## src/hw/stop_seq_pkg.sv

```systemverilog
package stop_seq_pkg;

  // Operation kinds reported by the motion core.
  typedef enum logic [2:0] {
    OP_IDLE = 3'b000,
    OP_HOMING = 3'b001,
    OP_INTERRUPT = 3'b010,
    OP_TABLE = 3'b011,
    OP_IMMEDIATE = 3'b100,
    OP_SPEED = 3'b101,
    OP_PULSE = 3'b110
  } op_kind_t;

  // Stop methods handed to the motion core.
  typedef enum logic [2:0] {
    STOP_NONE = 3'b000,
    STOP_DECEL = 3'b001,
    STOP_TORQUE = 3'b010,
    STOP_COAST = 3'b011,
    STOP_HOLD = 3'b100
  } stop_method_t;

  // Sequencer states.
  typedef enum logic [2:0] {
    ST_RUN = 3'b000,
    ST_PAUSE = 3'b001,
    ST_STOPPING = 3'b010,
    ST_STOPPED = 3'b011,
    ST_COAST = 3'b100
  } seq_state_t;

  // Drive-disable and alarm action encodings.
  localparam logic [1:0] ACT_DECEL = 2'h0;
  localparam logic [1:0] ACT_TORQUE = 2'h1;
  localparam logic [1:0] ACT_COAST = 2'h2;

  // Torque and time field widths.
  localparam int TQ_W = 10;
  localparam int TIME_W = 16;
  localparam int POS_W = 32;

  // Reset values.
  localparam logic [TQ_W-1:0] TQ_RESET = 10'h000;
  localparam logic [TIME_W-1:0] TIME_RESET = 16'h0000;

  // Synchroniser depth for pin inputs.
  localparam int SYNC_DEPTH = 3;

endpackage

```

## src/hw/pin_sync.sv

```systemverilog
`timescale 1ns/10ps
module pin_sync
  import stop_seq_pkg::*;
#(
  parameter logic RESET_LEVEL = 1'b0
) (
  // Clock and reset.
  input wire logic sys_clk,
  input wire logic resetn,
  // Pin and filtered level.
  input wire logic pin,
  output logic level
);

  logic [SYNC_DEPTH-1:0] stage;
  logic [SYNC_DEPTH-1:0] next_stage;
  logic next_level;

  // Shift the pin in; accept a change once the last two stages agree.
  always_comb begin
    next_stage = {stage[SYNC_DEPTH-2:0], pin};
    next_level = level;
    if (stage[SYNC_DEPTH-1] == stage[SYNC_DEPTH-2]) begin
      next_level = stage[SYNC_DEPTH-1];
    end
  end

  // Register the stages.
  always_ff @(posedge sys_clk) begin
    if (!resetn) begin
      stage <= {SYNC_DEPTH{RESET_LEVEL}};
      level <= RESET_LEVEL;
    end else begin
      stage <= next_stage;
      level <= next_level;
    end
  end

endmodule

```

## src/hw/torque_pick.sv

```systemverilog
`timescale 1ns/10ps
module torque_pick
  import stop_seq_pkg::*;
(
  // Candidate limits.
  input wire logic [TQ_W-1:0] base_limit,
  input wire logic [TQ_W-1:0] dir_limit,
  // Chosen limit.
  output logic [TQ_W-1:0] limit
);

  // The smaller of the two limits brakes the motor.
  always_comb begin
    limit = (dir_limit < base_limit) ? dir_limit : base_limit;
  end

endmodule

```

## src/hw/motion_stop_interrupt_sequencer.sv

```systemverilog
`timescale 1ns/10ps
// Function
// - Enable drop while turning stops per disable action
// - Immediate disable action brakes at third limit
// - Coast disable action removes torque
// - Smaller forward/reverse limit overrides third limit
// - Overtravel stops immediately at third limit
// - Homing reverse overtravel: no flags, homing action
// - Forced stop brakes, then holds zero, discards position
// - Pause decelerates positioning kinds and holds
// - Pause release resumes without new start
// - In-position stays low during pause
// - Pause ramps use selected or entry times
// - Cancel decelerates over configured time
// - Cancel held refuses positioning starts
// - Cancel also acts in speed, pulse
// - Deviation clear brakes at selected limit
// - Level form holds zero, discards position
// - Free-run cuts power stage, aborts
// - Alarm uses alarm action; serious coasts
// - Limiter target cancels; flag after stop
// - Pulse position at limiter stops there
module motion_stop_interrupt_sequencer
  import stop_seq_pkg::*;
(
  // Clock and reset.
  input wire logic sys_clk,
  input wire logic resetn,
  // Sequence pins from the host, unsynchronised.
  input wire logic drive_enable_input,
  input wire logic positive_overtravel_input,
  input wire logic negative_overtravel_input,
  input wire logic forced_stop_input,
  input wire logic pause_input,
  input wire logic cancel_input,
  input wire logic deviation_clear_input,
  input wire logic free_run_input,
  input wire logic accel_select_input,
  // Motion core state, same clock.
  input wire logic motor_turning,
  input wire logic motor_stopped,
  input wire logic [2:0] op_kind,
  input wire logic start_request,
  input wire logic at_target,
  input wire logic homing_reverse_ot,
  input wire logic soft_ot_positive,
  input wire logic soft_ot_negative,
  input wire logic limit_hit_positive,
  input wire logic limit_hit_negative,
  input wire logic alarm,
  input wire logic alarm_serious,
  input wire logic use_entry_times,
  input wire logic [TIME_W-1:0] entry_accel_time,
  input wire logic [TIME_W-1:0] entry_decel_time,
  // Configuration settings.
  input wire logic [1:0] drive_disable_action_setting,
  input wire logic [1:0] alarm_stop_action_setting,
  input wire logic [1:0] homing_overtravel_action_setting,
  input wire logic deviation_clear_form_setting,
  input wire logic [TQ_W-1:0] third_torque_limit_setting,
  input wire logic [TQ_W-1:0] forward_torque_limit_setting,
  input wire logic [TQ_W-1:0] reverse_torque_limit_setting,
  input wire logic [TQ_W-1:0] selected_torque_limit,
  input wire logic [TQ_W-1:0] pulse_limiter_torque_setting,
  input wire logic [TIME_W-1:0] accel_time_setting_first,
  input wire logic [TIME_W-1:0] accel_time_setting_second,
  input wire logic [TIME_W-1:0] decel_time_setting_first,
  input wire logic [TIME_W-1:0] decel_time_setting_second,
  // Commands to the motion core.
  output logic [2:0] stop_method,
  output logic [TQ_W-1:0] stop_torque,
  output logic [TIME_W-1:0] ramp_accel_time,
  output logic [TIME_W-1:0] ramp_decel_time,
  output logic abort_operation,
  output logic hold_zero_speed,
  output logic discard_position,
  output logic power_stage_enable,
  output logic start_accept,
  output logic paused,
  // Status outputs.
  output logic in_position_output,
  output logic positive_ot_detect,
  output logic negative_ot_detect,
  output logic positive_limiter_detect,
  output logic negative_limiter_detect
);

  logic en_s, pot_s, not_s, emg_s, pause_s, cancel_s, dclr_s, free_s, acc_s;
  logic [TQ_W-1:0] fwd_third, third_lim;
  seq_state_t state, next_state;
  logic [2:0] next_stop_method;
  logic [TQ_W-1:0] next_stop_torque;
  logic [TIME_W-1:0] next_ramp_accel_time, next_ramp_decel_time;
  logic next_abort_operation, next_hold_zero_speed, next_discard_position;
  logic next_power_stage_enable, next_start_accept, next_paused;
  logic next_in_position_output, next_positive_ot_detect, next_negative_ot_detect;
  logic next_positive_limiter_detect, next_negative_limiter_detect;
  logic lim_pend_pos, lim_pend_neg, next_lim_pend_pos, next_lim_pend_neg;
  logic pausable, homing_rev, hw_ot_pos, hw_ot_neg, any_ot;
  logic dclr_prev, next_dclr_prev, dclr_event;

  // Overtravel and forced-stop pins idle high (closed contact); enable and the rest reset low.
  pin_sync #(.RESET_LEVEL(1'b0)) u_en (.sys_clk(sys_clk), .resetn(resetn),
    .pin(drive_enable_input), .level(en_s));
  pin_sync #(.RESET_LEVEL(1'b1)) u_pot (.sys_clk(sys_clk), .resetn(resetn),
    .pin(positive_overtravel_input), .level(pot_s));
  pin_sync #(.RESET_LEVEL(1'b1)) u_not (.sys_clk(sys_clk), .resetn(resetn),
    .pin(negative_overtravel_input), .level(not_s));
  pin_sync #(.RESET_LEVEL(1'b1)) u_emg (.sys_clk(sys_clk), .resetn(resetn),
    .pin(forced_stop_input), .level(emg_s));
  pin_sync #(.RESET_LEVEL(1'b0)) u_pause (.sys_clk(sys_clk), .resetn(resetn),
    .pin(pause_input), .level(pause_s));
  pin_sync #(.RESET_LEVEL(1'b0)) u_cancel (.sys_clk(sys_clk), .resetn(resetn),
    .pin(cancel_input), .level(cancel_s));
  pin_sync #(.RESET_LEVEL(1'b0)) u_dclr (.sys_clk(sys_clk), .resetn(resetn),
    .pin(deviation_clear_input), .level(dclr_s));
  pin_sync #(.RESET_LEVEL(1'b0)) u_free (.sys_clk(sys_clk), .resetn(resetn),
    .pin(free_run_input), .level(free_s));
  pin_sync #(.RESET_LEVEL(1'b0)) u_acc (.sys_clk(sys_clk), .resetn(resetn),
    .pin(accel_select_input), .level(acc_s));

  // Third limit clipped by the smaller of forward and reverse limits.
  torque_pick u_tq_fwd (.base_limit(third_torque_limit_setting),
    .dir_limit(forward_torque_limit_setting), .limit(fwd_third));
  torque_pick u_tq_rev (.base_limit(fwd_third),
    .dir_limit(reverse_torque_limit_setting), .limit(third_lim));

  // Qualifiers shared by the next-state logic.
  always_comb begin
    pausable = (op_kind == OP_HOMING) || (op_kind == OP_INTERRUPT) ||
               (op_kind == OP_TABLE) || (op_kind == OP_IMMEDIATE);
    homing_rev = (op_kind == OP_HOMING) && homing_reverse_ot;
    hw_ot_pos = !pot_s || soft_ot_positive;
    hw_ot_neg = !not_s || soft_ot_negative;
    any_ot = hw_ot_pos || hw_ot_neg;
    dclr_event = deviation_clear_form_setting ? dclr_s : (dclr_s && !dclr_prev);
  end

  // Pick the most severe active stop condition and the outputs it demands.
  always_comb begin
    next_state = state;
    next_stop_method = STOP_NONE;
    next_stop_torque = third_lim;
    next_abort_operation = 1'b0;
    next_hold_zero_speed = 1'b0;
    next_discard_position = 1'b0;
    next_power_stage_enable = 1'b1;
    next_paused = 1'b0;
    next_dclr_prev = dclr_s;
    next_lim_pend_pos = lim_pend_pos;
    next_lim_pend_neg = lim_pend_neg;
    next_positive_ot_detect = hw_ot_pos && !homing_rev;
    next_negative_ot_detect = hw_ot_neg && !homing_rev;
    next_positive_limiter_detect = 1'b0;
    next_negative_limiter_detect = 1'b0;
    next_ramp_accel_time = acc_s ? accel_time_setting_second : accel_time_setting_first;
    next_ramp_decel_time = acc_s ? decel_time_setting_second : decel_time_setting_first;
    if (use_entry_times) begin
      next_ramp_accel_time = entry_accel_time;
      next_ramp_decel_time = entry_decel_time;
    end
    if (alarm || free_s) begin
      // Alarm and free-run outrank everything.
      next_abort_operation = 1'b1;
      if (free_s || alarm_serious || alarm_stop_action_setting == ACT_COAST) begin
        next_stop_method = STOP_COAST;
        next_power_stage_enable = 1'b0;
        next_state = ST_COAST;
      end else begin
        next_stop_method = (alarm_stop_action_setting == ACT_TORQUE) ?
                           STOP_TORQUE : STOP_DECEL;
        next_state = ST_STOPPING;
      end
    end else if (!emg_s) begin
      // Open contact means forced stop.
      next_abort_operation = 1'b1;
      next_stop_method = motor_turning ? STOP_TORQUE : STOP_HOLD;
      next_hold_zero_speed = 1'b1;
      next_discard_position = 1'b1;
      next_state = ST_STOPPING;
    end else if (any_ot) begin
      next_abort_operation = 1'b1;
      if (homing_rev) begin
        next_stop_method = (homing_overtravel_action_setting == ACT_DECEL) ?
                           STOP_DECEL : STOP_TORQUE;
      end else begin
        next_stop_method = STOP_TORQUE;
      end
      next_state = ST_STOPPING;
    end else if (!en_s && (motor_turning || state != ST_RUN)) begin
      next_abort_operation = 1'b1;
      if (drive_disable_action_setting == ACT_COAST) begin
        next_stop_method = STOP_COAST;
        next_power_stage_enable = 1'b0;
      end else if (drive_disable_action_setting == ACT_TORQUE) begin
        next_stop_method = STOP_TORQUE;
      end else begin
        next_stop_method = STOP_DECEL;
      end
      next_state = ST_STOPPING;
    end else if (dclr_event && (motor_turning || deviation_clear_form_setting)) begin
      next_abort_operation = 1'b1;
      next_stop_method = STOP_TORQUE;
      next_stop_torque = selected_torque_limit;
      next_hold_zero_speed = deviation_clear_form_setting;
      next_discard_position = deviation_clear_form_setting;
      next_state = ST_STOPPING;
    end else if (cancel_s && motor_turning) begin
      next_abort_operation = 1'b1;
      next_stop_method = STOP_DECEL;
      next_state = ST_STOPPING;
    end else if ((limit_hit_positive || limit_hit_negative) && motor_turning) begin
      next_abort_operation = 1'b1;
      next_stop_method = (op_kind == OP_PULSE) ? STOP_TORQUE : STOP_DECEL;
      if (op_kind == OP_PULSE) begin
        next_stop_torque = selected_torque_limit;
      end
      next_lim_pend_pos = lim_pend_pos || limit_hit_positive;
      next_lim_pend_neg = lim_pend_neg || limit_hit_negative;
      next_state = ST_STOPPING;
    end else if (pause_s && pausable) begin
      next_stop_method = motor_turning ? STOP_DECEL : STOP_HOLD;
      next_paused = 1'b1;
      next_state = ST_PAUSE;
    end else begin
      // Nothing active: a pause resumes by itself, a stop settles.
      case (state)
        ST_PAUSE: next_state = ST_RUN;
        ST_STOPPING: next_state = motor_stopped ? ST_STOPPED : ST_STOPPING;
        ST_COAST: next_state = motor_stopped ? ST_STOPPED : ST_COAST;
        ST_STOPPED: next_state = ST_RUN;
        default: next_state = ST_RUN;
      endcase
      if (state == ST_STOPPING) begin
        next_stop_method = STOP_DECEL;
      end
    end
    // Limiter flags rise only once the motor is at rest.
    if (motor_stopped && (lim_pend_pos || lim_pend_neg)) begin
      next_positive_limiter_detect = lim_pend_pos;
      next_negative_limiter_detect = lim_pend_neg;
      // A fresh hit in the same cycle outranks the clear by a new start.
      if (start_request && !next_abort_operation) begin
        next_lim_pend_pos = 1'b0;
        next_lim_pend_neg = 1'b0;
      end
    end
    next_start_accept = start_request && !(cancel_s && pausable) && !next_abort_operation &&
                        !next_paused;
    next_in_position_output = at_target && motor_stopped && !next_paused &&
                              !pause_s;
  end

  // Register every output and state.
  always_ff @(posedge sys_clk) begin
    if (!resetn) begin
      state <= ST_RUN;
      stop_method <= STOP_NONE;
      stop_torque <= TQ_RESET;
      ramp_accel_time <= TIME_RESET;
      ramp_decel_time <= TIME_RESET;
      abort_operation <= 1'b0;
      hold_zero_speed <= 1'b0;
      discard_position <= 1'b0;
      power_stage_enable <= 1'b0;
      start_accept <= 1'b0;
      paused <= 1'b0;
      in_position_output <= 1'b0;
      positive_ot_detect <= 1'b0;
      negative_ot_detect <= 1'b0;
      positive_limiter_detect <= 1'b0;
      negative_limiter_detect <= 1'b0;
      lim_pend_pos <= 1'b0;
      lim_pend_neg <= 1'b0;
      dclr_prev <= 1'b0;
    end else begin
      state <= next_state;
      stop_method <= next_stop_method;
      stop_torque <= next_stop_torque;
      ramp_accel_time <= next_ramp_accel_time;
      ramp_decel_time <= next_ramp_decel_time;
      abort_operation <= next_abort_operation;
      hold_zero_speed <= next_hold_zero_speed;
      discard_position <= next_discard_position;
      power_stage_enable <= next_power_stage_enable;
      start_accept <= next_start_accept;
      paused <= next_paused;
      in_position_output <= next_in_position_output;
      positive_ot_detect <= next_positive_ot_detect;
      negative_ot_detect <= next_negative_ot_detect;
      positive_limiter_detect <= next_positive_limiter_detect;
      negative_limiter_detect <= next_negative_limiter_detect;
      lim_pend_pos <= next_lim_pend_pos;
      lim_pend_neg <= next_lim_pend_neg;
      dclr_prev <= next_dclr_prev;
    end
  end

  // Checks on the registered outputs, the state and the clipped third limit.
  pause_inpos_a: assert property (@(posedge sys_clk) disable iff (!resetn)
    paused |-> !in_position_output) else $error("in-position high in pause");
  free_power_a: assert property (@(posedge sys_clk) disable iff (!resetn)
    $rose(free_s) |=> !power_stage_enable && abort_operation)
    else $error("free-run left power on");
  emg_hold_a: assert property (@(posedge sys_clk) disable iff (!resetn)
    !emg_s && !alarm && !free_s |=> hold_zero_speed && discard_position)
    else $error("forced stop not holding");
  ot_torque_a: assert property (@(posedge sys_clk) disable iff (!resetn)
    !alarm && !free_s && emg_s && any_ot && !homing_rev |=>
    stop_method == STOP_TORQUE && stop_torque == $past(third_lim))
    else $error("overtravel stop wrong");
  torque_min_a: assert property (@(posedge sys_clk) disable iff (!resetn)
    third_lim <= forward_torque_limit_setting && third_lim <= reverse_torque_limit_setting &&
    third_lim <= third_torque_limit_setting) else $error("torque clip wrong");
  cancel_start_a: assert property (@(posedge sys_clk) disable iff (!resetn)
    cancel_s && pausable |=> !start_accept) else $error("start during cancel");
  serious_coast_a: assert property (@(posedge sys_clk) disable iff (!resetn)
    alarm && alarm_serious |=> stop_method == STOP_COAST)
    else $error("serious alarm not coasting");
  homing_flag_a: assert property (@(posedge sys_clk) disable iff (!resetn)
    homing_rev |=> !positive_ot_detect && !negative_ot_detect)
    else $error("homing overtravel flagged");
  limiter_rest_a: assert property (@(posedge sys_clk) disable iff (!resetn)
    $rose(positive_limiter_detect) |-> $past(motor_stopped))
    else $error("limiter flag before stop");
  pause_resume_a: assert property (@(posedge sys_clk) disable iff (!resetn)
    state == ST_PAUSE && !pause_s && !alarm && !free_s && emg_s && !any_ot && en_s &&
    !cancel_s && !dclr_event && !limit_hit_positive && !limit_hit_negative |=>
    state == ST_RUN) else $error("pause did not resume");
  dclr_torque_a: assert property (@(posedge sys_clk) disable iff (!resetn)
    !alarm && !free_s && emg_s && !any_ot && en_s && dclr_event &&
    (motor_turning || deviation_clear_form_setting) |=>
    stop_method == STOP_TORQUE && stop_torque == $past(selected_torque_limit))
    else $error("deviation clear stop wrong");
  cancel_decel_a: assert property (@(posedge sys_clk) disable iff (!resetn)
    !alarm && !free_s && emg_s && !any_ot && en_s && !dclr_event &&
    cancel_s && motor_turning |=> stop_method == STOP_DECEL && abort_operation)
    else $error("cancel stop wrong");
  limiter_neg_a: assert property (@(posedge sys_clk) disable iff (!resetn)
    $rose(negative_limiter_detect) |-> $past(motor_stopped))
    else $error("negative limiter flag before stop");
  coast_power_a: assert property (@(posedge sys_clk) disable iff (!resetn)
    stop_method == STOP_COAST |-> !power_stage_enable) else $error("coast with power on");

endmodule

```

## config.mk

```make
export PLATFORM = sky130hd
export DESIGN_NAME = motion_stop_interrupt_sequencer
export DESIGN_NICKNAME = d
export VERILOG_FILES = /design/src/hw/stop_seq_pkg.sv /design/src/hw/pin_sync.sv /design/src/hw/torque_pick.sv /design/src/hw/motion_stop_interrupt_sequencer.sv
export SDC_FILE = /design/constraint.sdc
export NUM_CORES = 1
export LEC_CHECK = 0
export BUFFER_PORTS_ARGS = -buffer_cell sky130_fd_sc_hd__buf_2
export CORE_MARGIN = 4
export CORE_UTILIZATION = 35
export CTS_CLUSTER_DIAMETER = 120
export DETAILED_ROUTE_END_ITERATION = 12
export GPL_ROUTABILITY_DRIVEN = 0
export PLACE_DENSITY_LB_ADDON = 0.1
export SLEW_MARGIN = 15
export SYNTH_ARGS = -nofsm -noshare
export SYNTH_HDL_FRONTEND = slang
export SYNTH_SLANG_ARGS = --single-unit
```

## constraint.sdc

```tcl
create_clock -name sys_clk -period 12 [get_ports sys_clk]
set_input_delay 2.4 -clock sys_clk [delete_from_list [all_inputs] [get_ports sys_clk]]
set_output_delay 2.4 -clock sys_clk [all_outputs]
set_load 0.01 [all_outputs]
```

==> qor.txt, run 1 <==
Syn Nets - 741
Largest cells by area after synthesis - dfxtp_1 (41%), and2_1 (8.5%), mux2i_1 (6.8%)
Clock latency on the worst-skew pair - 0.35 ns
Root Buffer - clkbuf_16
H-tree levels - 3
Antenna violations before repair - 0
Netlist cell types - 52
Clk slew on worst S/H paths - 0.07 ns
Number of global-route vias before repair - 4416
IO Count - 235
Number of fill cells - 1356
WHS - 0.412 ns
Min-Delay Path Class - reg2reg
Final TNS setup - 0 ns
ANT nets after route - 0
EDFF count, synth - 0
Reg2Reg Depth - 6
Post-DP HPWL - 10200 µm
Slew margin rel. - 0.336
Fmax - 171 MHz
Sequential share of the synthesized area - 0.410
Final Hold Viols - 0
Critical path endpoint category - register
LEAKAGE - 2.90 nW
Fin crit share - 0.486
Post-CTS Setup Inserts - 0
Synth area leader - dfxtp_1
TritonCTS clock tree - yes
Ant diodes - 0
Die width - 124 µm
Crit Path Class - in2reg
Avg Synthesized Cell Area - 8.73 µm²
Area grow syn2layout - 32.4%
Asr flop ratio synth - 0
Row count - 42
Initial core utilization - 0.357
Pwr Density - 123 mW/mm²
Share of the synthesized area in the top cell type - 0.410
R2r setup slk - 9.47 ns
Worst Path Arrival - 6.05 ns
Synth Register Bits - 97
Die Area - 0.0154 mm²
CTS Buf Count - 9
Max-cap violations - 0
Most frequent cell after synthesis - dfxtp_1
Layout cells sized above 1 - 0.347
First-pass GRT wire length - 20900 µm
WP data required - 12.21 ns
Reg2reg start - state[1]
R2r endpoint - stop_torque[6]
RSZ-0062 raised after global routing - false
Yosys warning total - 0
Worst setup SP type - input pin
Iter 0 DRT Violations - 178
Slew Viols, Final - 0
Peak supply drop - 0.0000625 V
Aggregate global routing overflow - 0
Final wirelength - 13000 µm
CP startpoint - third_torque_limit_setting[4]
CTS max path bufs - 2
Largest net degree at the start of global routing - 94
Total track usage - 0.163
Min-delay src - u_emg.stage[0]
Via count - 4523
Wirelength per Cell - 13.9 µm
Drt via density - 4.86
# setup viols final - 0
Actual slew at the worst max-slew pin - 0.996 ns
Predominant post-synthesis flop cell - dfxtp_1
Status - finished clean
Most frequent cells after synthesis - dfxtp_1 (97), and2_1 (64), o21ai_0 (54), nand2_1 (50), a21oi_1 (38)
# resized after CTS - 0
Drt drc - 0
CTS Hold Bufs - 0
Mapped Cells - 542
Die Ht - 124 µm
Crit path to - stop_torque[6]
Core Region - 0.0132 mm²
Crit-path max FO - 13
Total power - 772 µW
Nets@finish - 949
Clk sinks - 97
Clock Skews - 0.00814 ns
Number of I/O port buffers - 224
Pre-antenna DRT Iters - 4
Cell Area, Synth - 0.00473 mm²
Tmin final - 5.84 ns
==> worst min-delay path by stage <==
stage / slack, ns / cells after the start / end
4_1_cts: 0.42 / 1 / u_pot.stage[1]
6_report: 0.41 / 1 / u_emg.stage[1]
2_1_floorplan: 0.39 / 1 / u_emg.stage[1]
3_5_place_dp: 0.40 / 1 / u_emg.stage[1]
5_1_grt: 0.44 / 1 / u_pot.stage[1]
3_3_place_gp: 0.39 / 1 / u_pot.stage[1]
==> flip-flops by register name, summed over array words and instances (netlist names), 3 cells and up <==
signal           cells
ramp_decel_time     16
u_en.stage           3
state                3
stop_torque         10
u_emg.stage          3
u_pause.stage        3
ramp_accel_time     16
u_not.stage          3
stop_method          3
u_acc.stage          3
u_free.stage         3
u_cancel.stage       3
u_dclr.stage         3
u_pot.stage          3
==> critical path, stage by stage <==
cell and delay (ns):
buf_2 0.07, inv_1 0.04, ha_1 0.31, a41oi_1 0.11
a211o_1 0.45, and2_1 0.35, a21oi_1 0.34, ha_1 0.31
a211oi_1 0.22, o211ai_1 0.19, a21oi_1 0.76, nor3b_2 0.13
nand3_4 0.23, o221ai_2 0.12
==> metal layers <==
layer  GRT usage  part of all wire
met4      0.0683             0.023
met3      0.0455             0.079
met5           0                 0
met2       0.269              0.47
met1       0.200              0.43
==> report_power, final <==
group	leakage [nW]	switching, mW	internal, mW
sequential	0.800	0.00587	0.341
clock	0.144	0.131	0.151
combinational	1.96	0.0762	0.0670
==> cell usage in the layout (no fill, tap or decap), types with 2 or more instances in the layout <==
cell and instances:
a211o_1 2, a211oi_1 5, a21boi_0 8, a21oi_1 38
and2_1 64, and3_1 13, and4b_1 2, buf_2 224
buf_4 2, clkbuf_16 9, clkinv_4 2, dfxtp_1 96
ha_1 20, inv_1 27, mux2i_1 32, nand2_1 50
nand2b_1 12, nand3_1 9, nand4_1 4, nor2_1 19
nor2b_1 3, nor3_1 4, nor3b_1 2, o211ai_1 3
o21ai_0 54, o21ai_1 10, o221ai_2 9, o311ai_0 2
or3_1 2
==> logic make-up after synthesis <==
logic type | Yosys count | share of synthesized area
AND/OR/NAND/NOR | 194 | 0.227
AO/OA/AOI/OAI | 141 | 0.190
flip-flops | 97 | 0.410
buffers and inverters | 56 | 0.0479
multiplexers | 33 | 0.0701
adder cells (fa/ha/maj) | 20 | 0.0529
XOR/XNOR | 1 | 0.00185
==> metrics by stage <==
step,std cells,util,cell area [µm²],setup WS (ns)
finish,931,0.473,6260,6.16
global route,931,0.473,6260,5.80
CTS,931,0.473,6260,6.23
detailed placement,915,0.450,5960,5.86
global placement,915,0.450,5960,5.90
floorplan,542,-,4730,6.53
==> cell type report <==
type	count	area [µm²]	share of cell area
Inverter	27	101	0.0162
Sequential cell	97	1940	0.310
Timing Repair Buffer	226	1140	0.181
Tap cell	176	220	0.0352
Clock inverter	6	61.3	0.00979
Multi-Input combinational cell	389	2560	0.409
Clock buffer	10	239	0.0382
Power figures use the tool's default switching activity.
==> inputs of run 2 (changes only) <==
--- a/config.mk
+++ b/config.mk
@@ -5,6 +5,7 @@
 export SDC_FILE = /design/constraint.sdc
 export NUM_CORES = 1
 export LEC_CHECK = 0
+export ABC_AREA = 1
 export BUFFER_PORTS_ARGS = -buffer_cell sky130_fd_sc_hd__buf_2
 export CORE_MARGIN = 4
 export CORE_UTILIZATION = 35
==> constraint.sdc (replaced) <==
create_clock -name sys_clk -period 6.1 [get_ports sys_clk]
set_input_delay 1.22 -clock sys_clk [delete_from_list [all_inputs] [get_ports sys_clk]]
set_output_delay 1.22 -clock sys_clk [all_outputs]
set_load 0.01 [all_outputs]
==> run 2 against run 1 <==
Against the previous run: sequential power increased by 95%; largest power group unchanged; worst hold slack got worse by 0.0017 ns; total power grew 92%; register-to-register slack worse by 5.6 ns; global-route usage shrank 0.59 points; largest cell class unchanged; clock-buffer cell count is 1 higher; wire length is 4.7% lower; critical path type unchanged; synthesized area up 0.11%; die area barely moved; final cell count up 13%; clock skew rose by 0.0031 ns; sequential cell count stayed put.
==> qor.txt, run 2 <==
Pwr Density - 238 mW/mm² (was 123 mW/mm²)
Initial core utilization - 0.358 (was 0.357)
Pre-antenna DRT Iters - 4 (unchanged)
RSZ-0062 raised after global routing - false (unchanged)
Synth Register Bits - 97 (unchanged)
Most frequent cells in the layout - buf_2 (224), nand2_1 (143), dfxtp_1 (97) (was buf_2 (224), dfxtp_1 (96), and2_1 (64))
Row count - 42 (unchanged)
Clk sinks - 97 (unchanged)
Critical path endpoint category - register (unchanged)
P_sw - 396 µW (was 213 µW)
First-pass GRT wire length - 20500 µm (was 20900 µm)
Total track usage - 0.157 (was 0.163)
Largest registers - ramp_accel_time (16), ramp_decel_time (16), stop_torque (10) (unchanged)
Power Internal - 1.08 mW (was 559 µW)
Antenna violations before repair - 1 (was 0)
Most common cell after layout, fill and taps aside - buf_2 (unchanged)
Number of fill cells - 1397 (was 1356)
Yosys warning total - 0 (unchanged)
Sequential share of the synthesized area - 0.410 (about the same)
Tmin final - 3.84 ns
ANT nets after route - 0 (unchanged)
Mapped Cells - 662 (was 542)
Asr flop ratio synth - 0 (unchanged)
Clock latency on the worst-skew pair - 0.33 ns (was 0.35 ns)
Netlist cell types - 38 (was 52)
Reg2reg start - u_not.level (was state[1])
Crit-path slowest cell - o221a_2 (was a21oi_1)
CTS Hold Bufs - 0 (unchanged)
Final wirelength - 12400 µm (was 13000 µm)
Slew Viols, Final - 0 (unchanged)
Slew margin rel. - 0.344 (was 0.336)
Logic pwr share - 0.189 (was 0.185)
Crit Path Class - in2reg (unchanged)
Clk slew on worst S/H paths - 0.06 ns (was 0.07 ns)
Slowest cell delay on critical path - 0.54 ns (was 0.76 ns)
Final Hold Viols - 0 (unchanged)
Via count - 4751 (was 4523)
Layout cells sized above 1 - 0.352 (was 0.347)
Share of the synthesized area in the top cell type - 0.410 (about the same)
Peak supply drop - 0.000154 V (was 0.0000625 V)
Final TNS setup - 0 ns (unchanged)
Predominant post-synthesis flop cell - dfxtp_1 (unchanged)
# resized after CTS - 0 (unchanged)
Clock Skews - 0.0112 ns (was 0.00814 ns)
Iter 0 DRT Violations - 257 (was 178)
Core Region - 0.0132 mm² (unchanged)
Fmax - 260 MHz
Largest cells by area after synthesis - dfxtp_1 (41%), nand2_1 (11%), a21oi_1 (8.8%) (was dfxtp_1 (41%), and2_1 (8.5%), mux2i_1 (6.8%))
Drt drc - 0 (unchanged)
Cell Area, Synth - 0.00474 mm² (was 0.00473 mm²)
Most frequent cell after synthesis - nand2_1 (was dfxtp_1)
CTS Buf Count - 9 (unchanged)
IO Count - 235 (unchanged)
Aggregate global routing overflow - 0 (unchanged)
Area grow syn2layout - 31.6% (was 32.4%)
Number of I/O port buffers - 224 (unchanged)
Register area - 0.00194 mm² (about the same)
LEAKAGE - 3.51 nW (was 2.90 nW)
Die Area - 0.0155 mm² (was 0.0154 mm²)
Most frequent cells after synthesis - nand2_1 (143), dfxtp_1 (97), inv_1 (91), a21oi_1 (83), nor2_1 (54) (was dfxtp_1 (97), and2_1 (64), o21ai_0 (54), nand2_1 (50), a21oi_1 (38))
CP startpoint - third_torque_limit_setting[9] (was third_torque_limit_setting[4])
Die width - 124 µm (about the same)
# setup viols final - 0 (unchanged)
H-tree levels - 3 (unchanged)
Nets@finish - 1067 (was 949)
Crit-path max FO - 20 (was 13)
Actual slew at the worst max-slew pin - 0.984 ns (was 0.996 ns)
Drt via density - 4.52 (was 4.86)
WP data required - 6.37 ns (was 12.21 ns)
Multi-input gate area - 0.00229 mm² (was 0.00256 mm²)
CTS max path bufs - 2 (unchanged)
Seq pwr share - 0.457 (was 0.449)
Min-delay src - u_en.stage[0] (was u_emg.stage[0])
Critical Path, Cell by Cell - buf_2, inv_1, ha_1, a21o_1, nor2_4, nand3_4, o21ai_0, ha_1, a21oi_1, o21a_1, o221a_2, nand3_1, nand2_1, nor2_1, nor2_1 (was buf_2, inv_1, ha_1, a41oi_1, a211o_1, and2_1, a21oi_1, ha_1, a211oi_1, o211ai_1, a21oi_1, nor3b_2, nand3_4, o221ai_2)
Die Ht - 124 µm (about the same)
Post-CTS Setup Inserts - 0 (unchanged)
Status - finished clean (unchanged)
Number of global-route vias before repair - 4618 (was 4416)
Wirelength per Cell - 11.8 µm (was 13.9 µm)
Syn Nets - 861 (was 741)
EDFF count, synth - 0 (unchanged)
Worst Path Arrival - 4.11 ns (was 6.05 ns)
Min-Delay Path Class - reg2reg (unchanged)
TritonCTS clock tree - yes (unchanged)
Final Util - 0.471 (was 0.473)
Switching part of the total - 0.268 (was 0.276)
Fin crit share - 0.629
Worst setup SP type - input pin (unchanged)
Synth area leader - dfxtp_1 (unchanged)
Post-DP HPWL - 9940 µm (was 10200 µm)
Root Buffer - clkbuf_16 (unchanged)
Max-cap violations - 0 (unchanged)
Clock power share - 0.353 (was 0.365)
Largest net degree at the start of global routing - 65 (was 94)
Avg Synthesized Cell Area - 7.15 µm² (was 8.73 µm²)
## run 2: cell type report
class / instances / share of cell area
Tap cell: 176 / 0.0353
Timing Repair Buffer: 227 / 0.183
Clock buffer: 11 / 0.0389
Multi-Input combinational cell: 439 / 0.368
Inverter: 94 / 0.0566
Sequential cell: 97 / 0.312
Clock inverter: 5 / 0.00622
Antenna cell: 1 / 0.000401
## run 2: final timing paths
path	endpoint	slack (ns)	depth (start not counted)
worst max-delay path	stop_torque[1]	2.26	15
worst min-delay path	u_en.stage[1]	0.41	2
worst max register to register	stop_torque[9]	3.91	9
worst min register to register	u_en.stage[1]	0.41	2
## run 2: critical path, delay by kind of cell
kind                     cells  cell delay (ns)
AO/OA/AOI/OAI                5             1.43
adder cells (fa/ha/maj)      2             0.64
buffers and inverters        2             0.12
AND/OR/NAND/NOR              6             0.69
## run 2: logic make-up (layout without fill, tap and decap cells)
family          count (synthesis)  after routing  share of synthesized area
xor+xnor                        1              1                    0.00185
buf+inv                       126            337                      0.106
flops                          97             97                      0.410
compound gates                142            142                      0.166
other cells                     0              1                          0
simple gates                  276            276                      0.263
fa+ha+maj                      20             20                     0.0528
## run 2: through the flow
step,setup slack [ns],hold slack [ns],std cells,total power [mW],cell area (µm²)
2_1_floorplan,2.44,0.386,662,0.862,4740
3_3_place_gp,2.00,0.388,1033,0.969,5950
3_5_place_dp,1.90,0.399,1033,0.975,5950
4_1_cts,2.25,0.414,1049,1.51,6230
5_1_grt,1.96,0.428,1050,1.58,6230
6_report,2.26,0.411,1050,1.48,6230
## run 2: per-layer routing
layer,wire length (µm),global-route usage,up-vias
li1,-,-,2498
met1,5030,0.174,2064
met2,6010,0.280,175
met3,1130,0.0532,14
met4,192,0.0574,0
met5,0,0,-
## run 2: power by group through the flow
stage	clock, mW	combinational, mW	sequential, mW
3_3_place_gp	0	0.278	0.691
3_5_place_dp	0	0.283	0.692
4_1_cts	0.547	0.284	0.678
5_1_grt	0.576	0.319	0.681
2_1_floorplan	0	0.156	0.705
6_report	0.523	0.280	0.677
